--- src/sarpc_pkg.sv ---
// Package with constants and types shared by the converter control port.
`default_nettype none
package sarpc_pkg;
  // Control word field positions.
  localparam int unsigned CW_POWER_HI_BIT = 7;
  localparam int unsigned CW_POWER_LO_BIT = 6;
  localparam int unsigned CW_ACQ_BIT = 5;
  localparam int unsigned CW_SGL_BIT = 4;
  localparam int unsigned CW_UNI_BIT = 3;
  localparam int unsigned CW_ADDR_MSB = 2;
  localparam int unsigned CW_ADDR_LSB = 0;
  localparam int unsigned CW_WIDTH = 8;
  localparam int unsigned RESULT_WIDTH = 10;
  localparam int unsigned HI_BITS = 2;

  // Power select encodings.
  localparam logic [1:0] PWR_FULL_DOWN = 2'h0;
  localparam logic [1:0] PWR_STANDBY = 2'h1;
  localparam logic [1:0] PWR_NORM_INT = 2'h2;
  localparam logic [1:0] PWR_NORM_EXT = 2'h3;

  // Values after reset.
  localparam logic [7:0] CW_RESET = 8'hc8;
  localparam logic CLK_EXT_RESET = 1'b1;
  localparam logic [9:0] RESULT_RESET = 10'h000;
  localparam logic [9:0] SAR_FIRST_TRIAL = 10'h200;
  localparam logic [9:0] BIPOLAR_FLIP = 10'h200;

  // Timing.
  localparam int unsigned CORE_CLK_PERIOD_NS = 10;
  localparam int unsigned CONV_TICKS = 13;
  localparam int unsigned SAR_TRIALS = 10;
  localparam int unsigned ACQ_EXT_TICKS = 3;
  localparam int unsigned INT_CONV_TIME_NS = 3600;
  localparam int unsigned INT_ACQ_TIME_NS = 1000;
  localparam int unsigned INT_TICK_CYCLES_I =
    INT_CONV_TIME_NS / (CONV_TICKS * CORE_CLK_PERIOD_NS);
  localparam int unsigned INT_ACQ_CYCLES_I = INT_ACQ_TIME_NS / CORE_CLK_PERIOD_NS;
  localparam logic [7:0] INT_TICK_CYCLES = 8'(INT_TICK_CYCLES_I);
  localparam logic [7:0] INT_ACQ_CYCLES = 8'(INT_ACQ_CYCLES_I);
  localparam logic [7:0] ACQ_EXT_COUNT = 8'(ACQ_EXT_TICKS);
  localparam logic [3:0] CONV_LAST_TICK = 4'(CONV_TICKS - 1);
  localparam logic [3:0] SAR_LAST_TRIAL = 4'(SAR_TRIALS - 1);

  // Synchroniser width: data bus plus six control pins.
  localparam int unsigned SYNC_WIDTH = 14;

  typedef enum logic [2:0] {
    SARPC_IDLE,
    SARPC_ACQ_INT,
    SARPC_ACQ_EXT,
    SARPC_CONV
  } sarpc_state_t;
endpackage
`default_nettype wire

--- src/sarpc_pin_if.sv ---
// Interface carrying synchronised pins and the conversion tick inside the block.
`timescale 1ns/1ps
`default_nettype none
interface sarpc_pin_if;
  logic cs_n;
  logic wr_n;
  logic rd_n;
  logic high_byte_select;
  logic conv_clk;
  logic cmp_above;
  logic [7:0] data;
  logic clk_ext;
  logic tick_run;
  logic tick;

  modport sync (output cs_n, wr_n, rd_n, high_byte_select, conv_clk, cmp_above, data);
  modport tickgen (input cs_n, conv_clk, clk_ext, tick_run, output tick);
  modport ctrl (input cs_n, wr_n, rd_n, high_byte_select, cmp_above, data, tick,
                output clk_ext, tick_run);
endinterface
`default_nettype wire

--- src/sarpc_sync.sv ---
// Three-stage pin synchroniser that accepts a change once stages two and three agree.
`timescale 1ns/1ps
`default_nettype none
module sarpc_sync
  import sarpc_pkg::*;
(
  // Clock and reset.
  input wire logic core_clk,
  input wire logic resetn,
  // Raw pins.
  input wire logic [sarpc_pkg::SYNC_WIDTH-1:0] pins,
  // Synchronised values.
  sarpc_pin_if.sync pin
);
  typedef struct packed {
    logic [SYNC_WIDTH-1:0] s1;
    logic [SYNC_WIDTH-1:0] s2;
    logic [SYNC_WIDTH-1:0] s3;
    logic [SYNC_WIDTH-1:0] val;
  } sarpc_sync_t;

  // Strobes idle high after reset.
  localparam logic [SYNC_WIDTH-1:0] SYNC_RESET = 14'h0f00;

  sarpc_sync_t st_q;
  sarpc_sync_t st_d;

  always_comb begin
    st_d = st_q;
    st_d.s1 = pins;
    st_d.s2 = st_q.s1;
    st_d.s3 = st_q.s2;
    for (int i = 0; i < SYNC_WIDTH; i++) begin
      if (st_q.s2[i] == st_q.s3[i]) begin
        st_d.val[i] = st_q.s3[i];
      end
    end
  end

  always_ff @(posedge core_clk) begin
    if (!resetn) begin
      st_q <= '{s1: SYNC_RESET, s2: SYNC_RESET, s3: SYNC_RESET, val: SYNC_RESET};
    end else begin
      st_q <= st_d;
    end
  end

  assign pin.data = st_q.val[7:0];
  assign pin.cs_n = st_q.val[8];
  assign pin.wr_n = st_q.val[9];
  assign pin.rd_n = st_q.val[10];
  assign pin.high_byte_select = st_q.val[11];
  assign pin.conv_clk = st_q.val[12];
  assign pin.cmp_above = st_q.val[13];
endmodule // sarpc_sync
`default_nettype wire

--- src/sarpc_tick.sv ---
// Conversion tick source: external clock falling edges or an internal divider.
`timescale 1ns/1ps
`default_nettype none
module sarpc_tick
  import sarpc_pkg::*;
(
  // Clock and reset.
  input wire logic core_clk,
  input wire logic resetn,
  // Pins and tick.
  sarpc_pin_if.tickgen pin
);
  typedef struct packed {
    logic [7:0] div;
    logic cclk_prev;
    logic tick;
  } sarpc_tick_t;

  sarpc_tick_t st_q;
  sarpc_tick_t st_d;

  always_comb begin
    st_d = st_q;
    st_d.tick = 1'b0;
    st_d.cclk_prev = pin.conv_clk;
    if (!pin.tick_run) begin
      st_d.div = 8'h00;
    end else if (pin.clk_ext) begin
      // The external clock counts only while the chip is selected.
      st_d.tick = st_q.cclk_prev && !pin.conv_clk && !pin.cs_n;
    end else if (st_q.div == INT_TICK_CYCLES - 8'h01) begin
      st_d.div = 8'h00;
      st_d.tick = 1'b1;
    end else begin
      st_d.div = st_q.div + 8'h01;
    end
  end

  always_ff @(posedge core_clk) begin
    if (!resetn) begin
      st_q <= '{div: 8'h00, cclk_prev: 1'b0, tick: 1'b0};
    end else begin
      st_q <= st_d;
    end
  end

  assign pin.tick = st_q.tick;
endmodule // sarpc_tick
`default_nettype wire

--- src/sarpc_top.sv ---
// Control and readout logic of a 10-bit successive-approximation converter port.
//
// Functional notes
// - Completion flag goes low when a conversion ends and data is ready.
// - Completion flag returns high on the first read or a new control word.
// - Bits 7:6 at 00 or 01 select full power-down or standby.
// - Bits 7:6 at 10 select normal operation on the internal clock.
// - Bits 7:6 at 11 select normal operation on the external clock.
// - Power-down words keep the last selected clock source.
// - After reset the external clock source is selected.
// - Bit 5 picks internally (0) or externally (1) timed acquisition.
// - Bit 4 picks single-ended (1) or channel-pair differential (0) input.
// - Bit 3 picks unipolar (1) or bipolar (0) conversion.
// - Bits 2:0 address the channel or channel pair converted.
// - Chip select high ignores clock, write and read and floats the bus.
// - One three-state bus carries control words in and results out.
// - All eight data lines are captured on a selected write.
// - Results are straight binary unipolar, two's complement bipolar.
// - High-byte select low drives the lower eight result bits.
// - High-byte select high drives top bits, upper lines zero or sign.
// - Every conversion lasts thirteen conversion-clock cycles.
// - A control word during conversion aborts it and starts acquisition.
// - Internal acquisition lasts three external ticks or about one microsecond.
// - External acquisition ends on a second write with bit 5 clear, same address.
`timescale 1ns/1ps
`default_nettype none
module sarpc_top
  import sarpc_pkg::*;
(
  // Clock and reset.
  input wire logic core_clk,
  input wire logic resetn,
  // Host strobes.
  input wire logic cs_n,
  input wire logic wr_n,
  input wire logic rd_n,
  input wire logic high_byte_select,
  input wire logic conv_clk,
  // Shared data bus.
  input wire logic [sarpc_pkg::CW_WIDTH-1:0] data_in,
  output logic [sarpc_pkg::CW_WIDTH-1:0] data_out,
  output logic data_oe,
  // Completion flag.
  output logic done_n,
  // Analog front end.
  input wire logic cmp_above,
  output logic [sarpc_pkg::RESULT_WIDTH-1:0] dac_code,
  output logic track,
  output logic converting,
  output logic [1:0] power_select,
  output logic clk_ext_mode,
  output logic [2:0] channel_addr,
  output logic single_ended_select,
  output logic unipolar_select
);
  import sarpc_pkg::*;

  ////////////////////////////////////////////////////////////////////////////
  // Pin synchroniser and tick source.

  sarpc_pin_if pin ();

  sarpc_sync u_sync (
    .core_clk(core_clk),
    .resetn(resetn),
    .pins({cmp_above, conv_clk, high_byte_select, rd_n, wr_n, cs_n, data_in}),
    .pin(pin.sync)
  );

  sarpc_tick u_tick (
    .core_clk(core_clk),
    .resetn(resetn),
    .pin(pin.tickgen)
  );

  ////////////////////////////////////////////////////////////////////////////
  // State.

  typedef struct packed {
    sarpc_state_t state;
    logic [7:0] cw;
    logic clk_ext;
    logic [7:0] cnt;
    logic [3:0] tick_cnt;
    logic [9:0] sar;
    logic [9:0] result;
    logic result_uni;
    logic done_n;
    logic wr_prev;
    logic rd_prev;
    logic [7:0] dout;
    logic oe;
    logic track;
    logic busy;
  } sarpc_ctrl_t;

  sarpc_ctrl_t st_q;
  sarpc_ctrl_t st_d;

  logic wr_done;
  logic rd_start;
  logic reading;
  logic [1:0] new_pwr;
  logic [7:0] hi_byte;
  logic [9:0] trial;
  logic [3:0] bit_idx;

  // Strobes count only while the chip is selected.
  assign wr_done = !st_q.wr_prev && pin.wr_n && !pin.cs_n;
  assign rd_start = st_q.rd_prev && !pin.rd_n && !pin.cs_n;
  assign reading = !pin.cs_n && !pin.rd_n && pin.wr_n;
  assign new_pwr = pin.data[CW_POWER_HI_BIT:CW_POWER_LO_BIT];

  assign pin.clk_ext = st_q.clk_ext;
  // The divider rests during internally timed acquisition on the internal clock, so the first
  // conversion tick leaves the synchronised comparator time to settle on the first trial.
  assign pin.tick_run = (st_q.state == SARPC_CONV)
                        || (st_q.state == SARPC_ACQ_INT && st_q.clk_ext);

  ////////////////////////////////////////////////////////////////////////////
  // Next-state logic.

  always_comb begin
    st_d = st_q;
    st_d.wr_prev = pin.wr_n;
    st_d.rd_prev = pin.rd_n;
    bit_idx = 4'(SAR_LAST_TRIAL - st_q.tick_cnt);
    trial = st_q.sar;
    hi_byte = 8'h00;

    case (st_q.state)
      SARPC_ACQ_INT: begin
        if (st_q.clk_ext ? pin.tick : 1'b1) begin
          st_d.cnt = st_q.cnt + 8'h01;
        end
        if (st_q.clk_ext ? (pin.tick && st_q.cnt == ACQ_EXT_COUNT - 8'h01)
                         : (st_q.cnt == INT_ACQ_CYCLES - 8'h01)) begin
          st_d.state = SARPC_CONV;
          st_d.track = 1'b0;
          st_d.tick_cnt = 4'h0;
          st_d.sar = SAR_FIRST_TRIAL;
        end
      end
      SARPC_CONV: begin
        if (pin.tick) begin
          st_d.tick_cnt = st_q.tick_cnt + 4'h1;
          if (st_q.tick_cnt <= SAR_LAST_TRIAL) begin
            // Keep the trial bit if the input lies above it, then try the next bit.
            trial[bit_idx] = pin.cmp_above;
            if (bit_idx != 4'h0) begin
              trial[bit_idx - 4'h1] = 1'b1;
            end
            st_d.sar = trial;
          end
          if (st_q.tick_cnt == CONV_LAST_TICK) begin
            st_d.state = SARPC_IDLE;
            st_d.result_uni = st_q.cw[CW_UNI_BIT];
            // Bipolar compares in offset binary; flipping the top bit gives two's
            // complement.
            st_d.result = st_q.cw[CW_UNI_BIT] ? st_q.sar
                                              : (st_q.sar ^ BIPOLAR_FLIP);
            st_d.track = 1'b1;
          end
        end
      end
      SARPC_ACQ_EXT, SARPC_IDLE: begin
      end
      default: begin
        st_d.state = SARPC_IDLE;
      end
    endcase

    // Completion flag: a read start or a write clears it, completion below wins over a read.
    if (rd_start || wr_done) begin
      st_d.done_n = 1'b1;
    end

    if (wr_done) begin
      st_d.cw = pin.data;
      st_d.cnt = 8'h00;
      st_d.track = 1'b1;
      if (new_pwr == PWR_NORM_INT || new_pwr == PWR_NORM_EXT) begin
        st_d.clk_ext = new_pwr[0];
      end
      if (st_q.state == SARPC_ACQ_EXT && !pin.data[CW_ACQ_BIT]
          && pin.data[CW_ADDR_MSB:CW_ADDR_LSB] == st_q.cw[CW_ADDR_MSB:CW_ADDR_LSB]) begin
        // Second write ends acquisition and holds the sample now.
        st_d.state = SARPC_CONV;
        st_d.track = 1'b0;
        st_d.tick_cnt = 4'h0;
        st_d.sar = SAR_FIRST_TRIAL;
      end else if (pin.data[CW_ACQ_BIT]) begin
        st_d.state = SARPC_ACQ_EXT;
      end else begin
        st_d.state = SARPC_ACQ_INT;
      end
    end

    if (st_q.state == SARPC_CONV && pin.tick && st_q.tick_cnt == CONV_LAST_TICK
        && !wr_done) begin
      st_d.done_n = 1'b0;
    end

    // Read data path; the result register only changes on completion.
    hi_byte = {{6{st_q.result_uni ? 1'b0 : st_q.result[RESULT_WIDTH-1]}},
               st_q.result[RESULT_WIDTH-1:RESULT_WIDTH-HI_BITS]};
    st_d.dout = pin.high_byte_select ? hi_byte : st_q.result[7:0];
    st_d.oe = reading;
    st_d.busy = (st_d.state == SARPC_CONV);
  end

  always_ff @(posedge core_clk) begin
    if (!resetn) begin
      st_q <= '{state: SARPC_IDLE, cw: CW_RESET, clk_ext: CLK_EXT_RESET, cnt: 8'h00,
                tick_cnt: 4'h0, sar: RESULT_RESET, result: RESULT_RESET,
                result_uni: 1'b1, done_n: 1'b1, wr_prev: 1'b1, rd_prev: 1'b1,
                dout: 8'h00, oe: 1'b0, track: 1'b1, busy: 1'b0};
    end else begin
      st_q <= st_d;
    end
  end

  ////////////////////////////////////////////////////////////////////////////
  // Outputs.

  assign data_out = st_q.dout;
  assign data_oe = st_q.oe;
  assign done_n = st_q.done_n;
  assign dac_code = st_q.sar;
  assign track = st_q.track;
  assign converting = st_q.busy;
  assign power_select = st_q.cw[CW_POWER_HI_BIT:CW_POWER_LO_BIT];
  assign clk_ext_mode = st_q.clk_ext;
  assign channel_addr = st_q.cw[CW_ADDR_MSB:CW_ADDR_LSB];
  assign single_ended_select = st_q.cw[CW_SGL_BIT];
  assign unipolar_select = st_q.cw[CW_UNI_BIT];
endmodule // sarpc_top
`default_nettype wire

--- config.mk ---
export PLATFORM = sky130hd
export DESIGN_NAME = sarpc_top
export DESIGN_NICKNAME = d
export VERILOG_FILES = /design/src/sarpc_pkg.sv /design/src/sarpc_pin_if.sv /design/src/sarpc_sync.sv /design/src/sarpc_tick.sv /design/src/sarpc_top.sv
export SDC_FILE = /design/constraint.sdc
export NUM_CORES = 1
export LEC_CHECK = 0
export ABC_CLOCK_PERIOD_IN_PS = 2700
export BUFFER_PORTS_ARGS = -buffer_cell sky130_fd_sc_hd__buf_2
export CAP_MARGIN = 25
export CORE_MARGIN = 8
export CORE_UTILIZATION = 59
export DETAILED_ROUTE_END_ITERATION = 8
export PLACE_DENSITY = 0.79
export SYNTH_ARGS = -nofsm -noshare
export SYNTH_HDL_FRONTEND = slang
export SYNTH_SLANG_ARGS = --single-unit
--- constraint.sdc ---
create_clock -name core_clk -period 2.7 [get_ports core_clk]
set_clock_uncertainty 0.2 [all_clocks]
set_input_delay 0.54 -clock core_clk [delete_from_list [all_inputs] [get_ports core_clk]]
set_output_delay 0.54 -clock core_clk [all_outputs]
set_load 0.005 [all_outputs]
## After elaboration in Yosys (flattened, before gate mapping)

Cells that the tools add are included.

| cells by class | value |
|---|---|
| $add $sub $neg | 5 |
| order comparisons | 5 |
| eq/ne operators | 28 |
| muxes and demuxes | 38 |
| bitwise logic cells | 3 |
| reductions and logical operators | 37 |

Operators with widths:

| cell | count |
|---|---|
| two-way mux 34 bit | 1 |
| two-way mux 8 bit | 4 |
| two-way mux 10 bit | 3 |
| two-way mux 14 bit | 2 |
| case mux 14 bit (2 select lines) | 1 |
| two-way mux 25 bit | 1 |
| logical AND 1 bit | 17 |
| adder 8 x 1 -> 8 bit, second input constant | 2 |
| two-way mux 1 bit | 15 |
| == test 1 bit | 14 |
| two-way mux 11 bit | 1 |
| bitwise mux 10 bit | 1 |
| < comparator 4 x 5 -> 1 bit, second input constant | 2 |
| bitwise OR 10 bit | 1 |
| == test 3 x 2 -> 1 bit, second input constant | 3 |
| two-way mux 3 bit | 3 |
| inequality test 3 x 2 -> 1 bit, second input constant | 3 |
| case mux 3 bit (3 select lines) | 1 |
| demux 1 bit (select 4 bit) | 2 |
| == test 8 x 2 -> 1 bit, second input constant | 1 |
| == test 8 x 5 -> 1 bit, second input constant | 1 |
| == test 8 x 7 -> 1 bit, second input constant | 1 |
| greater-or-equal comparator 4 x 1 -> 1 bit, second input constant | 2 |
| zero test 1 bit | 6 |
| 20 further kinds | 28 |

| word-level totals | value |
|---|---|
| bits in registers | 125 |
| bits of input ports | 16 |
| logic and storage cells | 151 |

## Depth between registers and ports, before layout

Gate-level depths: netlist (run 1).

| depth | value |
|---|---|
| word-level depth | 14 |
| gate-level depth with buffers | 8 |

## Modules after synthesis

From an unflattened synthesis (run 1), not the netlist that was laid out.

| second synthesis, totals | value |
|---|---|
| cell total of the unflattened synthesis | 557 |
| area, all modules | 5246.3 um^2 |

By module, submodules not included:

| module | instances | cells each | area an instance (um^2) | sequential area each (um^2) |
|---|---|---|---|---|
| sarpc_top | 1 | 355 | 3052.9 | 1161.1 |
| sarpc_sync | 1 | 154 | 1715.4 | 1121.1 |
| sarpc_tick | 1 | 48 | 478.0 | 200.2 |

## Worst setup path after synthesis (run 1)

Ideal clock, no wire load.

| timing path | value |
|---|---|
| path kind | register to register |
| start point | reg st_q[36] (netlist name) |
| end point | reg st_q, in the netlist dac_code[7] |
| library setup time | 117 ps |
| data arrival time | 1797 ps |
| path slack | 586 ps |
| cell stages (with the launch flop) | 8 |
| period minus slack after synthesis | 2114 ps |
| path through | dfxtp_1 -> inv_1 -> ha_1 -> nor2b_1 -> nand2_1 -> and3_1 -> a22o_1 -> a32o_1 |

| on the way | value |
|---|---|
| longest elaborated chain between the ends | 13 |

Ends and longest elaborated chain:

| what | RTL line | text |
|---|---|---|
| from (decl) | sarpc_top.sv:97 | `sarpc_ctrl_t st_q;` |
| from (signal assigned) | sarpc_top.sv:214 | `st_q <= '{state: SARPC_IDLE, cw: CW_RESET, clk_ext: CLK_EXT_RESET, cnt: 8'h00,` |
| from (signal assigned) | sarpc_top.sv:219 | `st_q <= st_d;` |
| subtractor 4 bit | sarpc_top.sv:127 | `bit_idx = 4'(SAR_LAST_TRIAL - st_q.tick_cnt);` |
| subtractor 4 x 1 -> 4 bit (tied with other cells) | sarpc_top.sv:151 | `trial[bit_idx - 4'h1] = 1'b1;` |
| < comparator 4 x 5 -> 1 bit (implied by the code) (tied with other cells) | sarpc_top.sv:151 |  |
| logical AND 1 bit (implied by the code) / two-way mux 1 bit (equally long branches) | sarpc_top.sv:151, sarpc_top.sv:149 |  |
| two-way mux 1 bit (implied by the code) / demux 1 bit (select 4 bit) (equally long branches) | sarpc_top.sv:151, sarpc_top.sv:149 |  |
| demux 1 bit (select 4 bit) / bitwise mux 10 bit (equally long branches) | sarpc_top.sv:151, sarpc_top.sv:149 |  |
| bitwise OR 10 bit (no line) | n/a |  |
| two-way mux 10 bit | sarpc_top.sv:150 | `if (bit_idx != 4'h0) begin` |
| two-way mux 10 bit (*) | sarpc_top.sv:147 | `if (st_q.tick_cnt <= SAR_LAST_TRIAL) begin` |
| two-way mux 25 bit (*) | sarpc_top.sv:145 | `if (pin.tick) begin` |
| case mux 14 bit (2 select lines) (*) | sarpc_top.sv:131 | `case (st_q.state)` |
| two-way mux 14 bit | sarpc_top.sv:185 | `if (st_q.state == SARPC_ACQ_EXT && !pin.data[CW_ACQ_BIT]` |
| two-way mux 34 bit (*) | sarpc_top.sv:178 | `if (wr_done) begin` |

Mark *: on every way between the ends. The rest lies on a longest branch, timed or not.
A chain may end at the register's enable or synchronous reset.

## Worst setup path in the final report (run 1)

Ends and elaborated chain as after synthesis.

==> results.py, run 1 <==
metrics = {
    "finish": {
        "nets": 614,
        "final_common_cell": "dfxtp_1",
        "final_cell_mix": "124 x dfxtp_1, 71 x nand2_1, 50 x a21oi_1",
        "diodes": 0,
        "fillers": 637,
        "drive_above_1_share": 0.163,
        "area_growth_syn_to_layout_pct": 14.6,
    },
    "grt": {
        "grtUsageTotal": 0.190,
        "antenna_found_initial": 0,
        "gr-total-overflow": 0,
        "grt_pass1_wl_um": 17900,
        "first_global_vias": 3801,
        "grt_max_degree": 46,
    },
    "power": {
        "p_total_mw": 4.17,
        "leakagePower_nw": 2.22,
        "ir_drop_mv": 0.476,
        "power_density_nw_per_um2": 721,
    },
    "yosys": {
        "async_flop_share": 0,
        "yosysUniqueCellTypes": 52,
        "synth-edff-count": 0,
        "yosys_warnings": 0,
        "synth_area_um2": 5050,
        "synth_top_flop_cell": "dfxtp_1",
        "avgSynthCellArea_um2": 9.11,
        "syn_nets": 585,
        "synth-seq-area-share": 0.492,
        "syn_inst": 554,
        "ys_ff_latch": 124,
    },
    "cts": {
        "cts_tree": "done",
        "cts_setup_buffers": 0,
        "ctsHtreeMaxLevel": 4,
        "hold_buffers": 0,
        "clockRootBuffer": "clkbuf_8",
        "numCtsBuffers": 17,
        "cts.sinks": 124,
        "clock_latency_ns": 0.50,
        "max-clock-path-buffers": 2,
        "post_cts_resized": 0,
        "clk_pin_slew_worst_paths_ns": 0.06,
    },
    "run_status": {
        "status": "complete, no violations",
    },
    "route": {
        "route.detailed.wl_per_inst_um": 15.5,
        "vias": 3869,
        "drtAntennaViolNets": 0,
        "drt_iter0_markers": 197,
        "drc_errors": 0,
        "viasPerCell": 5.53,
        "drtPass1Iterations": 4,
        "wirelength_um": 10900,
    },
    "worst_setup_path": {
        "crit_end": "dac_code[7]",
        "rr_endpoint": "dac_code[7]",
        "rrSetupSlack_ns": 0.34,
        "path_cells": "inv_1 > ha_1 > xnor2_2 > nand2_1 > and3_1 > a22o_1 > a32o_1",
        "cp_data_arrival_time_ns": 2.55,
        "reg2reg_from": "st_q[36]",
        "cp_max_fo": 9,
        "critPathLaunch": "st_q[36]",
        "crit_type": "reg -> reg",
        "endpoint_kind": "flop",
        "startpoint_type": "flop",
        "worstRegToRegCells": 7,
        "required_ns": 2.90,
        "cp_slowest_stage_delay_ns": 0.48,
        "slowest_stage": "dfxtp_1",
    },
    "sta": {
        "finalCritPeriodShare": 0.873,
        "slew_violations": 0,
        "slew_headroom": 0.626,
        "finalCriticalPeriod_ns": 2.36,
        "setup_violations": 0,
        "hold_viol": 0,
        "fin_tns_setup_ns": 0,
        "worst_slew_pin_slew_ns": 0.557,
        "rsz0062_at_grt": "false",
        "fmax_mhz": 424,
    },
    "floorplan": {
        "die-area_um2": 11800,
        "initial_core_util": 0.611,
        "core_region_area_um2": 8260,
        "die_w_um": 109,
        "die_h_um": 109,
        "io_pins": 46,
        "std_cell_rows": 33,
    },
    "place": {
        "io_buffers": 45,
        "post-dp-hpwl_um": 7190,
        "gp_congestion": 0.966,
    },
    "worst_hold_path": {
        "worstHoldPathType": "in -> reg",
    },
    "run": {
        "max_cap_violations": 0,
    },
}
-- cells in the mapped netlist, drive strengths merged, types with 3 or more instances --
library cell | instances | area [µm²]
dfxtp | 124 | 2480
nand2 | 71 | 267
a21oi | 50 | 250
nor2 | 41 | 154
buf | 35 | 239
and2 | 33 | 206
o21ai | 25 | 125
nand2b | 21 | 131
nand3 | 19 | 95.1
ha | 15 | 188
xnor2 | 15 | 139
inv | 11 | 41.3
nor3 | 10 | 60.1
clkbuf | 8 | 30.0
xor2 | 8 | 77.6
nand4 | 7 | 43.8
a32o | 6 | 60.1
nor3b | 6 | 55.1
nor2b | 5 | 31.3
a211oi | 4 | 30.0
nand3b | 4 | 30.0
a21boi | 3 | 33.8
a32oi | 3 | 26.3
a41oi | 3 | 26.3
and3 | 3 | 18.8
mux2i | 3 | 30.0
nor4 | 3 | 31.3
-- where the power goes --
part | switching [mW] | internal, mW | total [mW]
Sequential | 0.0122 | 1.86 | 1.87
Clock | 0.814 | 1.43 | 2.24
Combinational | 0.0338 | 0.0255 | 0.0594
Total | 0.860 | 3.31 | 4.17
-- routing by layer --
metal	GRT usage	routed length, µm	up-vias	share of wire
met5	0	0	-	0
met4	0.0811	225	0	0.021
met3	0.0488	500	23	0.046
met2	0.342	5580	97	0.51
met1	0.206	4580	1835	0.42
li1	-	-	1914	-
-- sequential cells by signal, summed over array words and instances (netlist names), 2 cells and up --
register,flops
channel_addr,3
dac_code,10
data_out,8
hi_byte,2
power_select,2
st_q,26
u_sync.pin.data,8
u_sync.st_d,28
u_sync.st_q,14
u_tick.st_q,9
-- per-stage QoR --
step	hold WS, ns	setup slack (ns)	std cells	util	cell area [µm²]
after floorplan	0.186	0.586	554	-	5050
after global placement	0.188	0.455	669	0.629	5200
after detailed placement	0.196	0.373	669	0.629	5200
after CTS	0.00559	0.359	700	0.701	5790
after global routing	0.0202	0.177	700	0.701	5790
final	0.0102	0.342	700	0.701	5790
-- worst max-delay path: cells and delay by family, from the launching register on --
family / cells / cell delay (ns)
simple gates: 2 / 0.42
flops: 1 / 0.48
xor+xnor: 1 / 0.25
buf+inv: 1 / 0.19
fa+ha+maj: 1 / 0.32
compound gates: 2 / 0.39
-- how the worst min path moves through the flow --
stage	start	endpoint	slack, ns	cells after the start
final	cs_n	u_sync.st_d[36]	0.01	2
after CTS	cs_n	u_sync.st_d[36]	0.006	2
after global routing	cs_n	u_sync.st_d[36]	0.02	2
after floorplan	u_sync.st_d[36]	u_sync.st_d[22]	0.19	1
after global placement	u_sync.st_d[39]	u_sync.st_d[25]	0.19	1
after detailed placement	u_sync.st_d[36]	u_sync.st_d[22]	0.20	1
-- final cells by class --
type,count,area (µm²),area share
clock buffer,18,428,0.0739
clock inverter,13,164,0.0283
inverter,11,41.3,0.00713
multi-input combinational,376,2260,0.390
sequential,124,2480,0.429
tap,105,131,0.0227
timing repair buffer,53,285,0.0493
-- cell families (layout without fill, tap and decap cells) --
logic type,after synthesis,in the layout,share of synthesized area
other,1,1,0.000743
adder cells (fa/ha/maj),15,15,0.0372
multiplexers,3,3,0.00595
flip-flops,124,124,0.492
AND/OR/NAND/NOR,230,230,0.234
XOR/XNOR,23,23,0.0429
AO/OA/AOI/OAI,104,104,0.126
buffers and inverters,54,95,0.0615
(Power assumes the default switching activity.)
==> run 2, diff against run 1 <==
- CORE_UTILIZATION: 59 -> 61
- CTS_BUF_LIST: not set -> sky130_fd_sc_hd__clkbuf_8
- PLACE_DENSITY: 0.79 -> 0.82
==> run 2 against run 1 <==
Against the previous run: first-iteration DRC count grew 7.1%; fmax shrank 4.3%; global-route usage grew 0.98 points; worst setup slack lost 0.11 ns; clock power shrank 29%; count of clock-buffer cells in the layout is the same; via count shrank 0.54%; total power shrank 16%; critical endpoint unchanged; largest power group is now sequential cells; highest routed layer unchanged.
==> results.py, run 2 (synthesized netlist as in run 1, its figures left out) <==
metrics = {
    "worst_setup_path": {
        "cp_data_arrival_time_ns": 2.58,
        "cp_slowest_stage_delay_ns": 0.49,
        "worstRegToRegCells": 7,
        "crit_type": "reg -> reg",
        "required_ns": 2.81,
        "rr_endpoint": "dac_code[7]",
        "cp_max_fo": 9,
        "endpoint_kind": "flop",
        "rrSetupSlack_ns": 0.24,
        "startpoint_type": "flop",
        "reg2reg_from": "st_q[36]",
        "slowest_stage": "dfxtp_1",
        "path_cells": "inv_1 > ha_1 > nor2b_1 > nand2_1 > and3_1 > a22o_1 > a32o_1",
    },
    "run_status": {
        "status": "complete, no violations",
    },
    "floorplan": {
        "initial_core_util": 0.621,
        "die_w_um": 107,
        "die-area_um2": 11400,
        "core_region_area_um2": 8130,
        "io_pins": 46,
        "die_h_um": 107,
        "std_cell_rows": 33,
    },
    "place": {
        "io_buffers": 45,
        "post-dp-hpwl_um": 7490,
        "gp_congestion": 0.968,
    },
    "cts": {
        "hold_buffers": 0,
        "cts.sinks": 124,
        "post_cts_resized": 0,
        "ctsHtreeMaxLevel": 4,
        "cts_tree": "done",
        "max-clock-path-buffers": 2,
        "clockRootBuffer": "clkbuf_8",
        "clk_pin_slew_worst_paths_ns": 0.07,
        "cts_setup_buffers": 0,
        "clock_latency_ns": 0.42,
        "numCtsBuffers": 17,
    },
    "grt": {
        "antenna_found_initial": 0,
        "grt_pass1_wl_um": 18400,
        "gr-total-overflow": 0,
        "grt_max_degree": 48,
        "first_global_vias": 3913,
        "grtUsageTotal": 0.200,
    },
    "route": {
        "vias": 3848,
        "drtAntennaViolNets": 0,
        "drc_errors": 0,
        "route.detailed.wl_per_inst_um": 15.3,
        "drtPass1Iterations": 4,
        "drt_iter0_markers": 211,
        "wirelength_um": 10800,
        "viasPerCell": 5.48,
    },
    "sta": {
        "rsz0062_at_grt": "false",
        "fin_tns_setup_ns": 0,
        "setup_violations": 0,
        "finalCriticalPeriod_ns": 2.46,
        "hold_viol": 0,
        "fmax_mhz": 406,
        "slew_violations": 0,
        "slew_headroom": 0.644,
        "finalCritPeriodShare": 0.912,
        "worst_slew_pin_slew_ns": 0.530,
    },
    "power": {
        "ir_drop_mv": 0.658,
        "leakagePower_nw": 2.14,
        "p_total_mw": 3.50,
        "power_density_nw_per_um2": 626,
    },
    "finish": {
        "diodes": 0,
        "fillers": 632,
        "area_growth_syn_to_layout_pct": 10.9,
        "final_cell_mix": "124 x dfxtp_1, 71 x nand2_1, 50 x a21oi_1",
        "drive_above_1_share": 0.162,
        "post-route-util": 0.688,
        "largest_register_ffs": 28,
        "nets": 615,
        "final_common_cell": "dfxtp_1",
    },
    "worst_hold_path": {
        "min_path_cells": 2,
        "min_from": "wr_n",
        "hold_end": "u_sync.st_d[37]",
        "worstHoldPathType": "in -> reg",
    },
    "run": {
        "max_cap_violations": 0,
    },
}
## run 2: cell types whose count changed in the layout (fill, tap and decap cells not counted)
cell       previous run  this run
clkbuf_16            16         0
clkbuf_8              2        18
clkinv_4              2         4
inv_1                10        12
buf_4                 8         9
bufinv_16             3         2
clkinv_2              3         2
inv_6                 3         2
## run 2: worst max-delay path by stage
| stage | from | end | slack (ns) |
|---|---|---|---|
| 2_1_floorplan | st_q[36] | dac_code[7] | 0.59 |
| 3_3_place_gp | st_q[36] | dac_code[7] | 0.34 |
| 3_5_place_dp | st_q[36] | dac_code[7] | 0.26 |
| 4_1_cts | st_q[36] | dac_code[7] | 0.26 |
| 5_1_grt | st_q[36] | dac_code[7] | 0.07 |
| 6_report | st_q[36] | dac_code[7] | 0.24 |
## run 2: per-layer routing
metal / vias up / track usage / wire (µm)
met5: - / 0 / 0
met4: 0 / 0.0955 / 296
met3: 26 / 0.0588 / 498
met2: 91 / 0.342 / 5380
met1: 1824 / 0.223 / 4590
li1: 1907 / - / -
## run 2: power by group
part           leakage (nW)  internal [mW]  switching [mW]
logic                 0.933         0.0255          0.0339
registers              1.01           1.85          0.0123
clock network         0.202          0.845           0.733
total                  2.14           2.73           0.779
## run 2: metrics by stage
| stage | setup slack (ns) | instances | hold WS (ns) | instance area, µm² |
|---|---|---|---|---|
| CTS | 0.261 | 702 | 0.0847 | 5600 |
| finish | 0.236 | 702 | 0.103 | 5600 |
| floorplan | 0.586 | 554 | 0.186 | 5050 |
| detailed placement | 0.264 | 670 | 0.193 | 5200 |
| global placement | 0.339 | 670 | 0.188 | 5200 |
| global route | 0.0651 | 702 | 0.0831 | 5600 |
## run 2: worst max-delay path, delay by kind of cell, from the launching register on
kind	cells	cell delay, ns
AOI/OAI and AO/OA	2	0.39
adders and majority gates	1	0.41
buffers and inverters	1	0.20
DFF	1	0.49
and+or+nand+nor	3	0.67
## run 2: area by class of cell
type,instances,area [µm²],share of cell area
Multi-Input combinational cell,376,2260,0.403
Tap cell,105,131,0.0235
Timing Repair Buffer,54,293,0.0523
Clock buffer,18,248,0.0443
Sequential cell,124,2480,0.444
Clock inverter,14,145,0.0259
Inverter,11,41.3,0.00738
